===== src/hw/rx_ovl_pkg.sv =====
// constants for the receive input routing and overload monitor
// assumes one 25 MHz system clock and register writes from the serial control port
// How it works
// - cal select routes cal inputs, midrail negatives
// - cal select forces both gains to 0 dB
// - channel B enable powers stage and modulator
// - channel B invert flips each modulator bit
// - gain code is two's complement dB, 10000 mutes
// - channel A mirrors channel B controls
// - per-channel running average, 32 or 64 window
// - each bit weighs plus or minus half
// - length bit one selects 64, zero 32
// - overflow enable gates filter and flag
// - magnitude above threshold sets overflow flag
// - aux converter enable powers gain stage only
// - modulator bitstream feeds filter and detector
// - summary bit is masked OR of flags

package rx_ovl_pkg;

    // register offsets on the serial control port
    localparam logic [7:0]  OFS_INPUT       = 8'h1d;
    localparam logic [7:0]  OFS_OVF         = 8'h1e;
    localparam logic [7:0]  OFS_BIAS0       = 8'hcb;

    // reset values
    localparam logic [15:0] RST_INPUT       = 16'h0000;
    localparam logic [15:0] RST_OVF         = 16'h0000;
    localparam logic [15:0] RST_BIAS0       = 16'h9333;

    // writable bits; reserved positions are stored as zero
    localparam logic [15:0] MASK_INPUT      = 16'hff7f;
    localparam logic [15:0] MASK_OVF        = 16'h7f7f;

    // per-channel field layout, channel b sits one stride above channel a
    localparam int          CH_STRIDE       = 8;
    localparam int          CAL_SEL_BIT     = 15;
    localparam int          GAIN_LSB        = 0;
    localparam int          INV_BIT         = 5;
    localparam int          EN_BIT          = 6;
    localparam int          THR_LSB         = 0;
    localparam int          OVF_EN_BIT      = 5;
    localparam int          LEN_BIT         = 6;

    // gain code values
    localparam logic [4:0]  GAIN_MUTE       = 5'h10;
    localparam logic [4:0]  GAIN_ZERO       = 5'h00;
    localparam logic [4:0]  GAIN_MAX        = 5'h0c;
    localparam logic [4:0]  GAIN_MIN        = 5'h14;

    // running average window: alternating history gives a zero sum
    localparam logic [63:0] HIST_RST        = 64'h5555_5555_5555_5555;
    localparam logic [6:0]  HALF_WIN32      = 7'h10;
    localparam logic [6:0]  HALF_WIN64      = 7'h20;

endpackage


===== src/hw/rx_ovl_top.sv =====
// receive input routing, gain decode, bit inversion and input overload monitor
// assumes register writes arrive as one-cycle strobes synchronous to CLK_SYS
`timescale 1ns/1ps
`default_nettype none

module rx_ovl_top (
    input  wire logic        CLK_SYS,
    input  wire logic        SYS_RST,
    input  wire logic        REG_WR_STB,
    input  wire logic [7:0]  REG_ADDR,
    input  wire logic [15:0] REG_WDATA,
    input  wire logic        STATUS_RD_STB,
    input  wire logic [1:0]  RX_STATUS_ENABLE_MASK,
    input  wire logic        AUX_D2S_EN_A,
    input  wire logic        AUX_D2S_EN_B,
    input  wire logic        MOD_VALID,
    input  wire logic        MOD_BIT_A,
    input  wire logic        MOD_BIT_B,
    output var  logic        STREAM_IN_READY,
    output var  logic        STREAM_VALID,
    input  wire logic        STREAM_READY,
    output var  logic [1:0]  STREAM_BITS,
    output var  logic        CAL_ROUTE_EN,
    output var  logic        NEG_MIDRAIL_EN,
    output var  logic        PGA_EN_A,
    output var  logic        PGA_EN_B,
    output var  logic        MOD_EN_A,
    output var  logic        MOD_EN_B,
    output var  logic [4:0]  GAIN_DB_A,
    output var  logic [4:0]  GAIN_DB_B,
    output var  logic        MUTE_A,
    output var  logic        MUTE_B,
    output var  logic [1:0]  RX_STATUS_FLAGS,
    output var  logic        RX_CHAN_STATUS,
    output var  logic [15:0] RX_ADC_BIAS_WORD0
);

    import rx_ovl_pkg::*;

    logic [15:0] input_reg;
    logic [15:0] ovf_reg;
    logic [15:0] bias0_reg;
    logic        cal_sel;
    logic [1:0]  ch_en;
    logic [1:0]  ch_inv;
    logic [1:0]  aux_en;
    logic [1:0]  mod_bit;
    logic [1:0]  inv_bits;
    logic        accept;
    logic [1:0]  ovf_hit;
    logic [1:0]  flags_next;
    logic [5:0]  ga;
    logic [5:0]  gb;

    // decode a gain code to signed dB, clamping the unused codes to the range ends
    function automatic logic [5:0] gain_decode(input logic [4:0] code, input logic cal);
        logic [5:0] res;
        res = {1'b0, code};
        if (cal) begin
            res = {1'b0, GAIN_ZERO};
        end else if (code == GAIN_MUTE) begin
            res = {1'b1, GAIN_ZERO};
        end else if (!code[4] && code > GAIN_MAX) begin
            res = {1'b0, GAIN_MAX};
        end else if (code[4] && code < GAIN_MIN) begin
            res = {1'b0, GAIN_MIN};
        end
        return res;
    endfunction

    // register writes; reserved bits are kept at zero whatever the host sends
    always_ff @(posedge CLK_SYS) begin
        if (SYS_RST) begin
            input_reg <= RST_INPUT;
            ovf_reg   <= RST_OVF;
            bias0_reg <= RST_BIAS0;
        end else if (REG_WR_STB) begin
            case (REG_ADDR)
                OFS_INPUT: begin
                    input_reg <= REG_WDATA & MASK_INPUT;
                end
                OFS_OVF: begin
                    ovf_reg <= REG_WDATA & MASK_OVF;
                end
                OFS_BIAS0: begin
                    bias0_reg <= REG_WDATA;
                end
                default: begin
                end
            endcase
        end
    end

    assign cal_sel  = input_reg[CAL_SEL_BIT];
    assign aux_en   = {AUX_D2S_EN_B, AUX_D2S_EN_A};
    assign mod_bit  = {MOD_BIT_B, MOD_BIT_A};

    // per-channel control fields, channel a at the low byte
    genvar gc;
    generate
        for (gc = 0; gc < 2; gc++) begin : g_ctl
            assign ch_en[gc]    = input_reg[gc*CH_STRIDE+EN_BIT];
            assign ch_inv[gc]   = input_reg[gc*CH_STRIDE+INV_BIT];
            assign inv_bits[gc] = mod_bit[gc] ^ ch_inv[gc];
        end
    endgenerate

    // calibration routing of the positive and negative inputs
    always_ff @(posedge CLK_SYS) begin
        if (SYS_RST) begin
            CAL_ROUTE_EN   <= 1'b0;
            NEG_MIDRAIL_EN <= 1'b0;
        end else begin
            CAL_ROUTE_EN   <= cal_sel;
            NEG_MIDRAIL_EN <= cal_sel;
        end
    end

    // gain stage and modulator power; aux monitor wakes only the gain stage
    always_ff @(posedge CLK_SYS) begin
        if (SYS_RST) begin
            PGA_EN_A       <= 1'b0;
            PGA_EN_B       <= 1'b0;
            MOD_EN_A       <= 1'b0;
            MOD_EN_B       <= 1'b0;
        end else begin
            PGA_EN_A       <= ch_en[0] | aux_en[0];
            PGA_EN_B       <= ch_en[1] | aux_en[1];
            MOD_EN_A       <= ch_en[0];
            MOD_EN_B       <= ch_en[1];
        end
    end

    // decoded gain with the mute flag on top, ahead of the output flops
    always_comb begin
        ga = gain_decode(input_reg[GAIN_LSB +: 5], cal_sel);
        gb = gain_decode(input_reg[CH_STRIDE+GAIN_LSB +: 5], cal_sel);
    end

    // effective gain per channel
    always_ff @(posedge CLK_SYS) begin
        if (SYS_RST) begin
            GAIN_DB_A <= GAIN_ZERO;
            GAIN_DB_B <= GAIN_ZERO;
        end else begin
            GAIN_DB_A <= ga[4:0];
            GAIN_DB_B <= gb[4:0];
        end
    end

    // mute per channel; cal select overrides a mute code
    always_ff @(posedge CLK_SYS) begin
        if (SYS_RST) begin
            MUTE_A    <= 1'b0;
            MUTE_B    <= 1'b0;
        end else begin
            MUTE_A    <= ga[5];
            MUTE_B    <= gb[5];
        end
    end

    // modulator stream passes through the skid buffer toward the channel filters
    assign accept = MOD_VALID & STREAM_IN_READY;

    rx_skid_buf #(
        .W (2)
    ) u_buf (
        .clk       (CLK_SYS),
        .rst       (SYS_RST),
        .in_valid  (MOD_VALID),
        .in_ready  (STREAM_IN_READY),
        .in_data   (inv_bits),
        .out_valid (STREAM_VALID),
        .out_ready (STREAM_READY),
        .out_data  (STREAM_BITS)
    );

    // running average overload detector, one per channel
    genvar gf;
    generate
        for (gf = 0; gf < 2; gf++) begin : g_filt
            logic [63:0] hist_reg;
            logic [6:0]  cnt32_reg;
            logic [6:0]  cnt64_reg;
            logic        upd_reg;
            logic        run;
            logic        len64;
            logic        ovf_en;
            logic [4:0]  thr;
            logic [7:0]  sum;
            logic [7:0]  mag;

            assign ovf_en = ovf_reg[gf*CH_STRIDE+OVF_EN_BIT];
            assign len64  = ovf_reg[gf*CH_STRIDE+LEN_BIT];
            assign thr    = ovf_reg[gf*CH_STRIDE+THR_LSB +: 5];
            assign run    = accept & ovf_en & ch_en[gf];

            // ones count minus half the window equals the sum of half-weighted bits
            assign sum = len64 ? ({1'b0, cnt64_reg} - {1'b0, HALF_WIN64})
                               : ({1'b0, cnt32_reg} - {1'b0, HALF_WIN32});
            assign mag = sum[7] ? (8'h00 - sum) : sum;

            // bit history of the last 64 accepted bits, newest at the bottom
            always_ff @(posedge CLK_SYS) begin
                if (SYS_RST || !ovf_en) begin
                    hist_reg  <= HIST_RST;
                end else if (run) begin
                    hist_reg  <= {hist_reg[62:0], inv_bits[gf]};
                end
            end

            // ones in the 32-bit window: add the newest bit, drop the one leaving
            always_ff @(posedge CLK_SYS) begin
                if (SYS_RST || !ovf_en) begin
                    cnt32_reg <= HALF_WIN32;
                end else if (run) begin
                    cnt32_reg <= cnt32_reg + {6'h00, inv_bits[gf]} - {6'h00, hist_reg[31]};
                end
            end

            // ones in the 64-bit window, kept alongside so a length change is instant
            always_ff @(posedge CLK_SYS) begin
                if (SYS_RST || !ovf_en) begin
                    cnt64_reg <= HALF_WIN64;
                end else if (run) begin
                    cnt64_reg <= cnt64_reg + {6'h00, inv_bits[gf]} - {6'h00, hist_reg[63]};
                end
            end

            // compare once, the cycle after each update
            always_ff @(posedge CLK_SYS) begin
                if (SYS_RST) begin
                    upd_reg <= 1'b0;
                end else begin
                    upd_reg <= run;
                end
            end

            assign ovf_hit[gf] = upd_reg & ovf_en & (mag > {3'h0, thr});
        end
    endgenerate

    // sticky flags; a new hit wins over a clear in the same cycle
    assign flags_next = (RX_STATUS_FLAGS & ~{2{STATUS_RD_STB}}) | ovf_hit;

    always_ff @(posedge CLK_SYS) begin
        if (SYS_RST) begin
            RX_STATUS_FLAGS <= 2'h0;
        end else begin
            RX_STATUS_FLAGS <= flags_next;
        end
    end

    // summary bit follows the masked flags
    always_ff @(posedge CLK_SYS) begin
        if (SYS_RST) begin
            RX_CHAN_STATUS <= 1'b0;
        end else begin
            RX_CHAN_STATUS <= |(flags_next & RX_STATUS_ENABLE_MASK);
        end
    end

    // bias word goes straight to the analogue bias network
    always_ff @(posedge CLK_SYS) begin
        if (SYS_RST) begin
            RX_ADC_BIAS_WORD0 <= RST_BIAS0;
        end else begin
            RX_ADC_BIAS_WORD0 <= bias0_reg;
        end
    end

endmodule

`default_nettype wire


===== src/hw/rx_skid_buf.sv =====
// two-entry skid buffer for the modulator bit pairs
// assumes a synchronous active-high reset; all outputs come from flip-flops
`timescale 1ns/1ps
`default_nettype none

module rx_skid_buf #(
    parameter int W = 2
) (
    input  wire logic         clk,
    input  wire logic         rst,
    input  wire logic         in_valid,
    output var  logic         in_ready,
    input  wire logic [W-1:0] in_data,
    output var  logic         out_valid,
    input  wire logic         out_ready,
    output var  logic [W-1:0] out_data
);

    logic         skid_valid_reg;
    logic [W-1:0] skid_data_reg;
    logic         accept;
    logic         drain;

    assign accept = in_valid & in_ready;
    assign drain  = ~out_valid | out_ready;

    // head entry: refilled from skid first so order is kept
    always_ff @(posedge clk) begin
        if (rst) begin
            out_valid <= 1'b0;
            out_data  <= '0;
        end else if (drain) begin
            if (skid_valid_reg) begin
                out_valid <= 1'b1;
                out_data  <= skid_data_reg;
            end else if (accept) begin
                out_valid <= 1'b1;
                out_data  <= in_data;
            end else begin
                out_valid <= 1'b0;
            end
        end
    end

    // skid entry catches the word taken while the head is stalled
    always_ff @(posedge clk) begin
        if (rst) begin
            skid_valid_reg <= 1'b0;
            skid_data_reg  <= '0;
        end else if (drain) begin
            skid_valid_reg <= 1'b0;
        end else if (accept) begin
            skid_valid_reg <= 1'b1;
            skid_data_reg  <= in_data;
        end
    end

    // ready is registered: resets low, then low exactly while the skid entry is full
    always_ff @(posedge clk) begin
        if (rst) begin
            in_ready <= 1'b0;
        end else if (drain) begin
            in_ready <= 1'b1;
        end else begin
            in_ready <= ~(skid_valid_reg | accept);
        end
    end

endmodule

`default_nettype wire


===== config.mk =====
export PLATFORM = sky130hd
export DESIGN_NAME = rx_ovl_top
export DESIGN_NICKNAME = d
export VERILOG_FILES = /design/src/hw/rx_ovl_pkg.sv /design/src/hw/rx_ovl_top.sv /design/src/hw/rx_skid_buf.sv
export SDC_FILE = /design/constraint.sdc
export NUM_CORES = 1
export LEC_CHECK = 0
export ABC_CLOCK_PERIOD_IN_PS = 2520
export BUFFER_PORTS_ARGS = -buffer_cell sky130_fd_sc_hd__clkbuf_2
export CAP_MARGIN = 20
export CORE_ASPECT_RATIO = 1.2
export CORE_MARGIN = 3
export CORE_UTILIZATION = 54
export CTS_CLUSTER_DIAMETER = 40
export DETAILED_ROUTE_END_ITERATION = 8
export PLACE_DENSITY = 0.83
export SETUP_SLACK_MARGIN = 0.3
export SYNTH_ARGS = -nofsm -noshare
export SYNTH_HDL_FRONTEND = slang
export SYNTH_SLANG_ARGS = --single-unit

===== constraint.sdc =====
create_clock -name CLK_SYS -period 2.52 [get_ports CLK_SYS]
set_input_delay 0 -clock CLK_SYS [delete_from_list [all_inputs] [get_ports CLK_SYS]]
set_output_delay 0 -clock CLK_SYS [all_outputs]
set_load 0.02 [all_outputs]

Word level (Yosys, flattened, before mapping)
Cells that the tools add are included.
{"block": "classes", "magnitude_cmp": 6, "addsub": 14, "n_reduce_logical": 25, "eq_ne": 5, "bitwise_logic": 22, "mux": 15}
{"cell": "two-way mux 8 bit", "n": 4}
{"cell": "adder 7 x 1 -> 7 bit", "n": 4}
{"cell": "subtractor 7 x 1 -> 7 bit", "n": 4}
{"cell": "two-way mux 5 bit", "n": 4}
{"cell": "equality test 8 x 5 -> 1 bit (second input constant)", "n": 2}
{"cell": "greater-than comparator 8 x 5 -> 1 bit", "n": 2}
{"cell": "subtractor 1 x 8 -> 8 bit (first input constant)", "n": 2}
{"cell": "subtractor 7 x 5 -> 8 bit (second input constant)", "n": 2}
{"cell": "subtractor 7 x 6 -> 8 bit (second input constant)", "n": 2}
{"cell": "two-way mux 6 bit", "n": 2}
{"cell": "equality test 5 bit (second input constant)", "n": 2}
{"cell": "greater-than comparator 5 x 4 -> 1 bit (second input constant)", "n": 2}
{"cell": "< comparator 5 bit (second input constant)", "n": 2}
{"cell": "AND reduction 2 bit", "n": 5}
{"cell": "OR reduction 5 bit", "n": 2}
{"cell": "bitwise AND 1 bit", "n": 9}
{"cell": "equality test 8 bit (second input constant)", "n": 1}
{"cell": "OR reduction 4 bit", "n": 2}
{"cell": "OR reduction 2 bit", "n": 3}
{"cell": "OR reduction 3 bit", "n": 2}
{"cell": "bitwise AND 2 bit", "n": 2}
{"cell": "logical AND 1 bit", "n": 4}
{"cell": "zero test 1 bit", "n": 4}
{"cell": "two-way mux 2 bit", "n": 2}
{"cell": "8 further kinds", "n": 17}
{"block": "totals", "word_cells": 119, "input_bits": 36, "register_bits": 246, "output_inout_bits": 41}

Longest topological paths before layout
{"block": "logic_depth", "word_depth": 9, "ltp_mapped": 14, "ltp_nobuf": 14}

Modules after synthesis
Synthesis repeated with hierarchy kept, for this count alone.
{"block": "hier_totals", "hier_cells": 1217, "hier_area_um2": 10288.6}
{"module": "rx_ovl_top", "instances": 1, "area_per_inst_um2": 10020.9, "seq_area_each_um2": 4784.6, "cells_each": 1190}
{"module": "rx_skid_buf", "instances": 1, "area_per_inst_um2": 267.8, "seq_area_each_um2": 140.1, "cells_each": 27}

Worst setup path after synthesis
Ideal clock, no wire load.
{"block": "synth_timing", "path_kind": "register to register", "startpoint": "reg g_filt[1].cnt32_reg[5]", "endpoint": "reg RX_CHAN_STATUS", "path_slack_ps": -41, "arrival_time_ps": 2444, "synth_period_minus_slack_ps": 2561, "n_path_buf": 0, "path_stages_with_launch": 15, "required_ps": 2403, "setup_ps": 117, "path_cell_list": "dfxtp_1 -> inv_1 -> ha_1 -> or3b_1 -> a31oi_1 -> xnor2_1 -> nor2_1 -> a21oi_1 -> ha_1 -> nand2_1 -> o21bai_1 -> a21boi_0 -> o31ai_1 -> a211oi_2 -> a22o_1"}
{"block": "synth_between", "elab_chain_cells": 9}
{"element": "start, declared", "line": "rx_ovl_top.sv:183", "rtl": "logic [6:0] cnt32_reg;"}
{"element": "start signal, assigned", "line": "rx_ovl_top.sv:217", "rtl": "cnt32_reg <= cnt32_reg + {6'h00, inv_bits[gf]} - {6'h00, hist_reg[31]};"}
{"element": "subtractor 7 x 5 -> 8 bit (*)", "line": "rx_ovl_top.sv:200", "rtl": ": ({1'b0, cnt32_reg} - {1'b0, HALF_WIN32});"}
{"element": "two-way mux 8 bit (*)", "line": "rx_ovl_top.sv:199", "rtl": "assign sum = len64 ? ({1'b0, cnt64_reg} - {1'b0, HALF_WIN64})"}
{"element": "subtractor 1 x 8 -> 8 bit", "line": "rx_ovl_top.sv:201", "rtl": "assign mag = sum[7] ? (8'h00 - sum) : sum;"}
{"element": "two-way mux 8 bit (*)", "line": "rx_ovl_top.sv:201"}
{"element": "greater-than comparator 8 x 5 -> 1 bit (*)", "line": "rx_ovl_top.sv:239", "rtl": "assign ovf_hit[gf] = upd_reg & ovf_en & (mag > {3'h0, thr});"}
{"element": "bitwise AND 1 bit (*)", "line": "rx_ovl_top.sv:239"}
{"element": "OR 2 bit (*)", "line": "rx_ovl_top.sv:244", "rtl": "assign flags_next = (RX_STATUS_FLAGS & ~{2{STATUS_RD_STB}}) | ovf_hit;"}
{"element": "bitwise AND 2 bit (*)", "line": "rx_ovl_top.sv:259", "rtl": "RX_CHAN_STATUS <= |(flags_next & RX_STATUS_ENABLE_MASK);"}
{"element": "OR reduction 2 bit (*)", "line": "rx_ovl_top.sv:259"}
{"element": "end signal, assigned", "line": "rx_ovl_top.sv:259"}
{"element": "end, declared", "line": "rx_ovl_top.sv:34", "rtl": "output var logic RX_CHAN_STATUS,"}
Mark *: on every way between the ends. The rest lies on a longest branch, timed or not.
A chain may end at the register's enable or synchronous reset.

Worst setup path in the final report
{"block": "layout_timing", "startpoint": "reg ovf_reg[14]", "endpoint": "reg RX_CHAN_STATUS"}
{"block": "layout_between", "elab_chain_cells": 8}
{"element": "start, declared", "line": "rx_ovl_top.sv:41", "rtl": "logic [15:0] ovf_reg;"}
{"element": "start signal, assigned", "line": "rx_ovl_top.sv:83", "rtl": "ovf_reg <= REG_WDATA & MASK_OVF;"}
{"element": "two-way mux 8 bit (*)", "line": "rx_ovl_top.sv:199"}
{"element": "subtractor 1 x 8 -> 8 bit", "line": "rx_ovl_top.sv:201"}
{"element": "two-way mux 8 bit (*)", "line": "rx_ovl_top.sv:201"}
{"element": "greater-than comparator 8 x 5 -> 1 bit (*)", "line": "rx_ovl_top.sv:239"}
{"element": "bitwise AND 1 bit (*)", "line": "rx_ovl_top.sv:239"}
{"element": "OR 2 bit (*)", "line": "rx_ovl_top.sv:244"}
{"element": "bitwise AND 2 bit (*)", "line": "rx_ovl_top.sv:259"}
{"element": "OR reduction 2 bit (*)", "line": "rx_ovl_top.sv:259"}
Marks and branches as above.

==> reports/summary.txt <==
Final Util - 69.6%
First-pass GRT wire length - 42100 um
Reg-to-Reg End - RX_CHAN_STATUS
Final setup vio count - 2
Family with the most delay on the worst path - compound AO/OA/AOI/OAI gates
# DRC - 0
Pins Over Slew Limit - 0
Die area - 20900 um2
DRT iter0 DRCs - 747
End of the worst hold path - ovf_reg[13]
Critical Path Fanout Max - 5
Dpl hpwl - 14000 um
Vias - 9168
Standard-cell rows - 54
Min-Delay Startpoint - REG_ADDR[0]
Max reg flops - 128
Setup crit end kind - flip-flop
Horiz. Die Dim - 132 um
Worst clock skew - 0.00860 ns
CTS tree - done
Post-Synthesis Cells - 1227
Setup slack at placement - -0.204 ns
Max-cap viol count - 0
CTS Buffer Depth - 3
Critical-path cell list - mux2i_2, ha_1, nor3b_1, o22ai_1, xnor2_1, ha_1, a21boi_1, o31ai_2, a211oi_2, a22o_1
Clock root cell - clkbuf_16
Worst hold path class - in -> reg
Final WS setup - -0.195 ns
Setup TNS - -0.201 ns
Met2 wire len - 13500 um
Yosys warnings - 0
Register area - 4950 um2
Crit Path Class - reg -> reg
Peak supply drop - 0.000510 V
Leak - 0.00522 uW
Worst hold path cell count - 5
Violated checks - negative setup slack
Antenna violations before repair - 0
Area growth syn-to-layout - 24.6%
Vias in the first global route - 8835
Syn avg cell area - 8.43 um2
Post-route insts no fill - 1626
Most used flip-flop cell after synthesis - dfxtp_1
ANT nets after route - 0
Fin crit share - 108%
Worst path bufs/invs - 0
Worst R2R Setup Slack - -0.20 ns
Status - complete, but fails checks
RSZ-0062 raised after global routing - true
Chip height - 158 um
Yosys reg bits - 246
Syn_nets - 1313
Worst-margin pin slew - 0.991 ns
Worst flop-to-flop path startpoint - ovf_reg[14]
Total power - 8070 uW
H-tree levels - 1
Clk sinks - 246
I/O pins - 77
Max_slew headroom - 33.9%
Max Used Layer - met4
Post-layout nets - 1439
CP max stage cell - dfxtp_2
Layout cells sized above 1 - 21.2%
Inst Count DP - 1521
Part of the Yosys area used for sequential elements - 47.6%
R2R cell count - 10
Clk slew on worst S/H paths - 0.06 ns
Footprint of the multi-input gates - 5240 um2
Filler cells - 1202
Initial DRT Pass Iterations - 7
Met3 Wirelength - 2060 um
IO Port Bufs - 76
Avg WL per Cell - 16.8 um
Async SR Flop Fraction - 0%
Routability congestion estimate - 0.902
GRT Resource Usage Total - 23.9%
Final Hold Vio Count - 0
Setup crit start kind - flip-flop
Core area - 18500 um2
TritonCTS Buffers - 27
Most used cell, CP - ha_1
Total gr overflow - 0
Worst Path Arrival - 3.14 ns
Netlist cell types - 60
Post-Syn Area - 10300 um2
Crit path required time - 2.95 ns
Via density - 5.64
Fmax - 368 MHz
Drt total wl - 27200 um
Largest stage delay, worst path - 0.42 ns
Initial Utilization - 55.9%
Clk_lat worst skew - 0.53 ns
Power Dens Cells - 626 nW/um2
Largest net degree at the start of global routing - 84
DRT met1 WL - 10500 um
Minimum clock period - 2.72 ns
Post-synth EDFFs - 0
logic make-up (layout without fill, tap and decap cells):
kind of cell	after synthesis	count (layout)	synth area share (%)
AOI/OAI and AO/OA	190	190	10.9
xor gates and xnor gates	25	25	2.12
adders and majority gates	50	50	6.34
buffers and inverters	133	279	5.10
DFF	246	246	47.6
muxes	50	50	4.87
other	0	1	0
and+or+nand+nor	533	533	23.1
report_power, final:
group	internal [uW]	switching, uW
logic	71.5	92.0
clock network	2360	1650
registers	3890	5.56
total	6320	1740
tightest hold or removal path, delay by kind of cell:
family                 cells  cell delay [ns]
AND/OR/NAND/NOR            2             0.12
buffers and inverters      2             0.34
multiplexers               1             0.14
per-stage QoR:
| step | hold WS, ns | cell area (um2) |
|---|---|---|
| floorplan | 0.116 | 10400 |
| global placement | 0.217 | 11100 |
| detailed placement | 0.217 | 11100 |
| CTS | 0.0845 | 12600 |
| global route | 0.110 | 12900 |
| finish | 0.125 | 12900 |
routing by layer:
layer	global-route usage (%)	vias up
li1	-	4308
met3	5.31	117
met1	27.0	4324
met4	10.2	0
met5	0	-
met2	43.6	419
how the worst max path moves through the flow:
stage / cells after the start / to / slack [ns] / startpoint
after floorplan: 14 / RX_CHAN_STATUS / -0.005 / g_filt[1].cnt32_reg[6]
after global placement: 14 / RX_CHAN_STATUS / -0.13 / g_filt[1].cnt32_reg[6]
after detailed placement: 14 / RX_CHAN_STATUS / -0.20 / g_filt[1].cnt32_reg[5]
after CTS: 14 / RX_CHAN_STATUS / -0.05 / g_filt[1].cnt32_reg[5]
after global routing: 13 / RX_CHAN_STATUS / -0.25 / g_filt[1].cnt32_reg[5]
final: 10 / RX_CHAN_STATUS / -0.20 / ovf_reg[14]
final cells by class:
class | instances | area share (%)
clock buffer | 36 | 5.89
timing repair buffer | 169 | 9.43
tap | 252 | 2.45
multi-input combinational | 848 | 40.7
sequential | 246 | 38.4
inverter | 61 | 1.91
antenna | 1 | 0.0194
clock inverter | 13 | 1.21
Yosys cell counts, types with 7 or more instances:
| library cell | n | share of area (%) |
|---|---|---|
| clkbuf_1 | 59 | 2.1 |
| nor3b_1 | 7 | 0.51 |
| nand2b_1 | 14 | 0.85 |
| ha_1 | 46 | 5.6 |
| dfxtp_1 | 246 | 48 |
| a211o_1 | 9 | 0.76 |
| nor2b_1 | 32 | 1.9 |
| nand3_1 | 66 | 3.2 |
| xnor2_1 | 23 | 1.9 |
| inv_1 | 61 | 2.2 |
| a21oi_1 | 114 | 5.5 |
| mux2i_1 | 47 | 4.5 |
| nor3_1 | 8 | 0.39 |
| o21ai_0 | 19 | 0.92 |
| nand2_1 | 290 | 11 |
| or2_2 | 8 | 0.48 |
| nor2_1 | 73 | 2.6 |
placed cells by master (no fill, tap or decap), drive strengths merged, types with 4 or more instances in the layout:
master         n
o211ai         4
a21o           4
clkinv         4
dlygate4sd3   28
dfxtp        246
nand3         66
buf           65
a211oi         7
o21a           4
nand4          6
nand3b         5
nor2b         32
inv           67
clkbuf       112
nor3           9
xnor2         23
nor2          73
nor4           4
a31oi          4
nor3b          7
mux2i         47
and2           7
o21ai         22
o21bai         4
a211o          9
or2            8
a21oi        114
ha            46
fa             4
nand2b        14
nand2        290
repair_timing:
item                                    CTS  global route
endpoints found under the setup margin    9            11
setup buffers                            18             9
hold endpoints to repair                 61             0
hold buffers                             28             0
gates resized for setup                  51            44
pin swaps                                33            29
(Power assumes the default switching activity.)
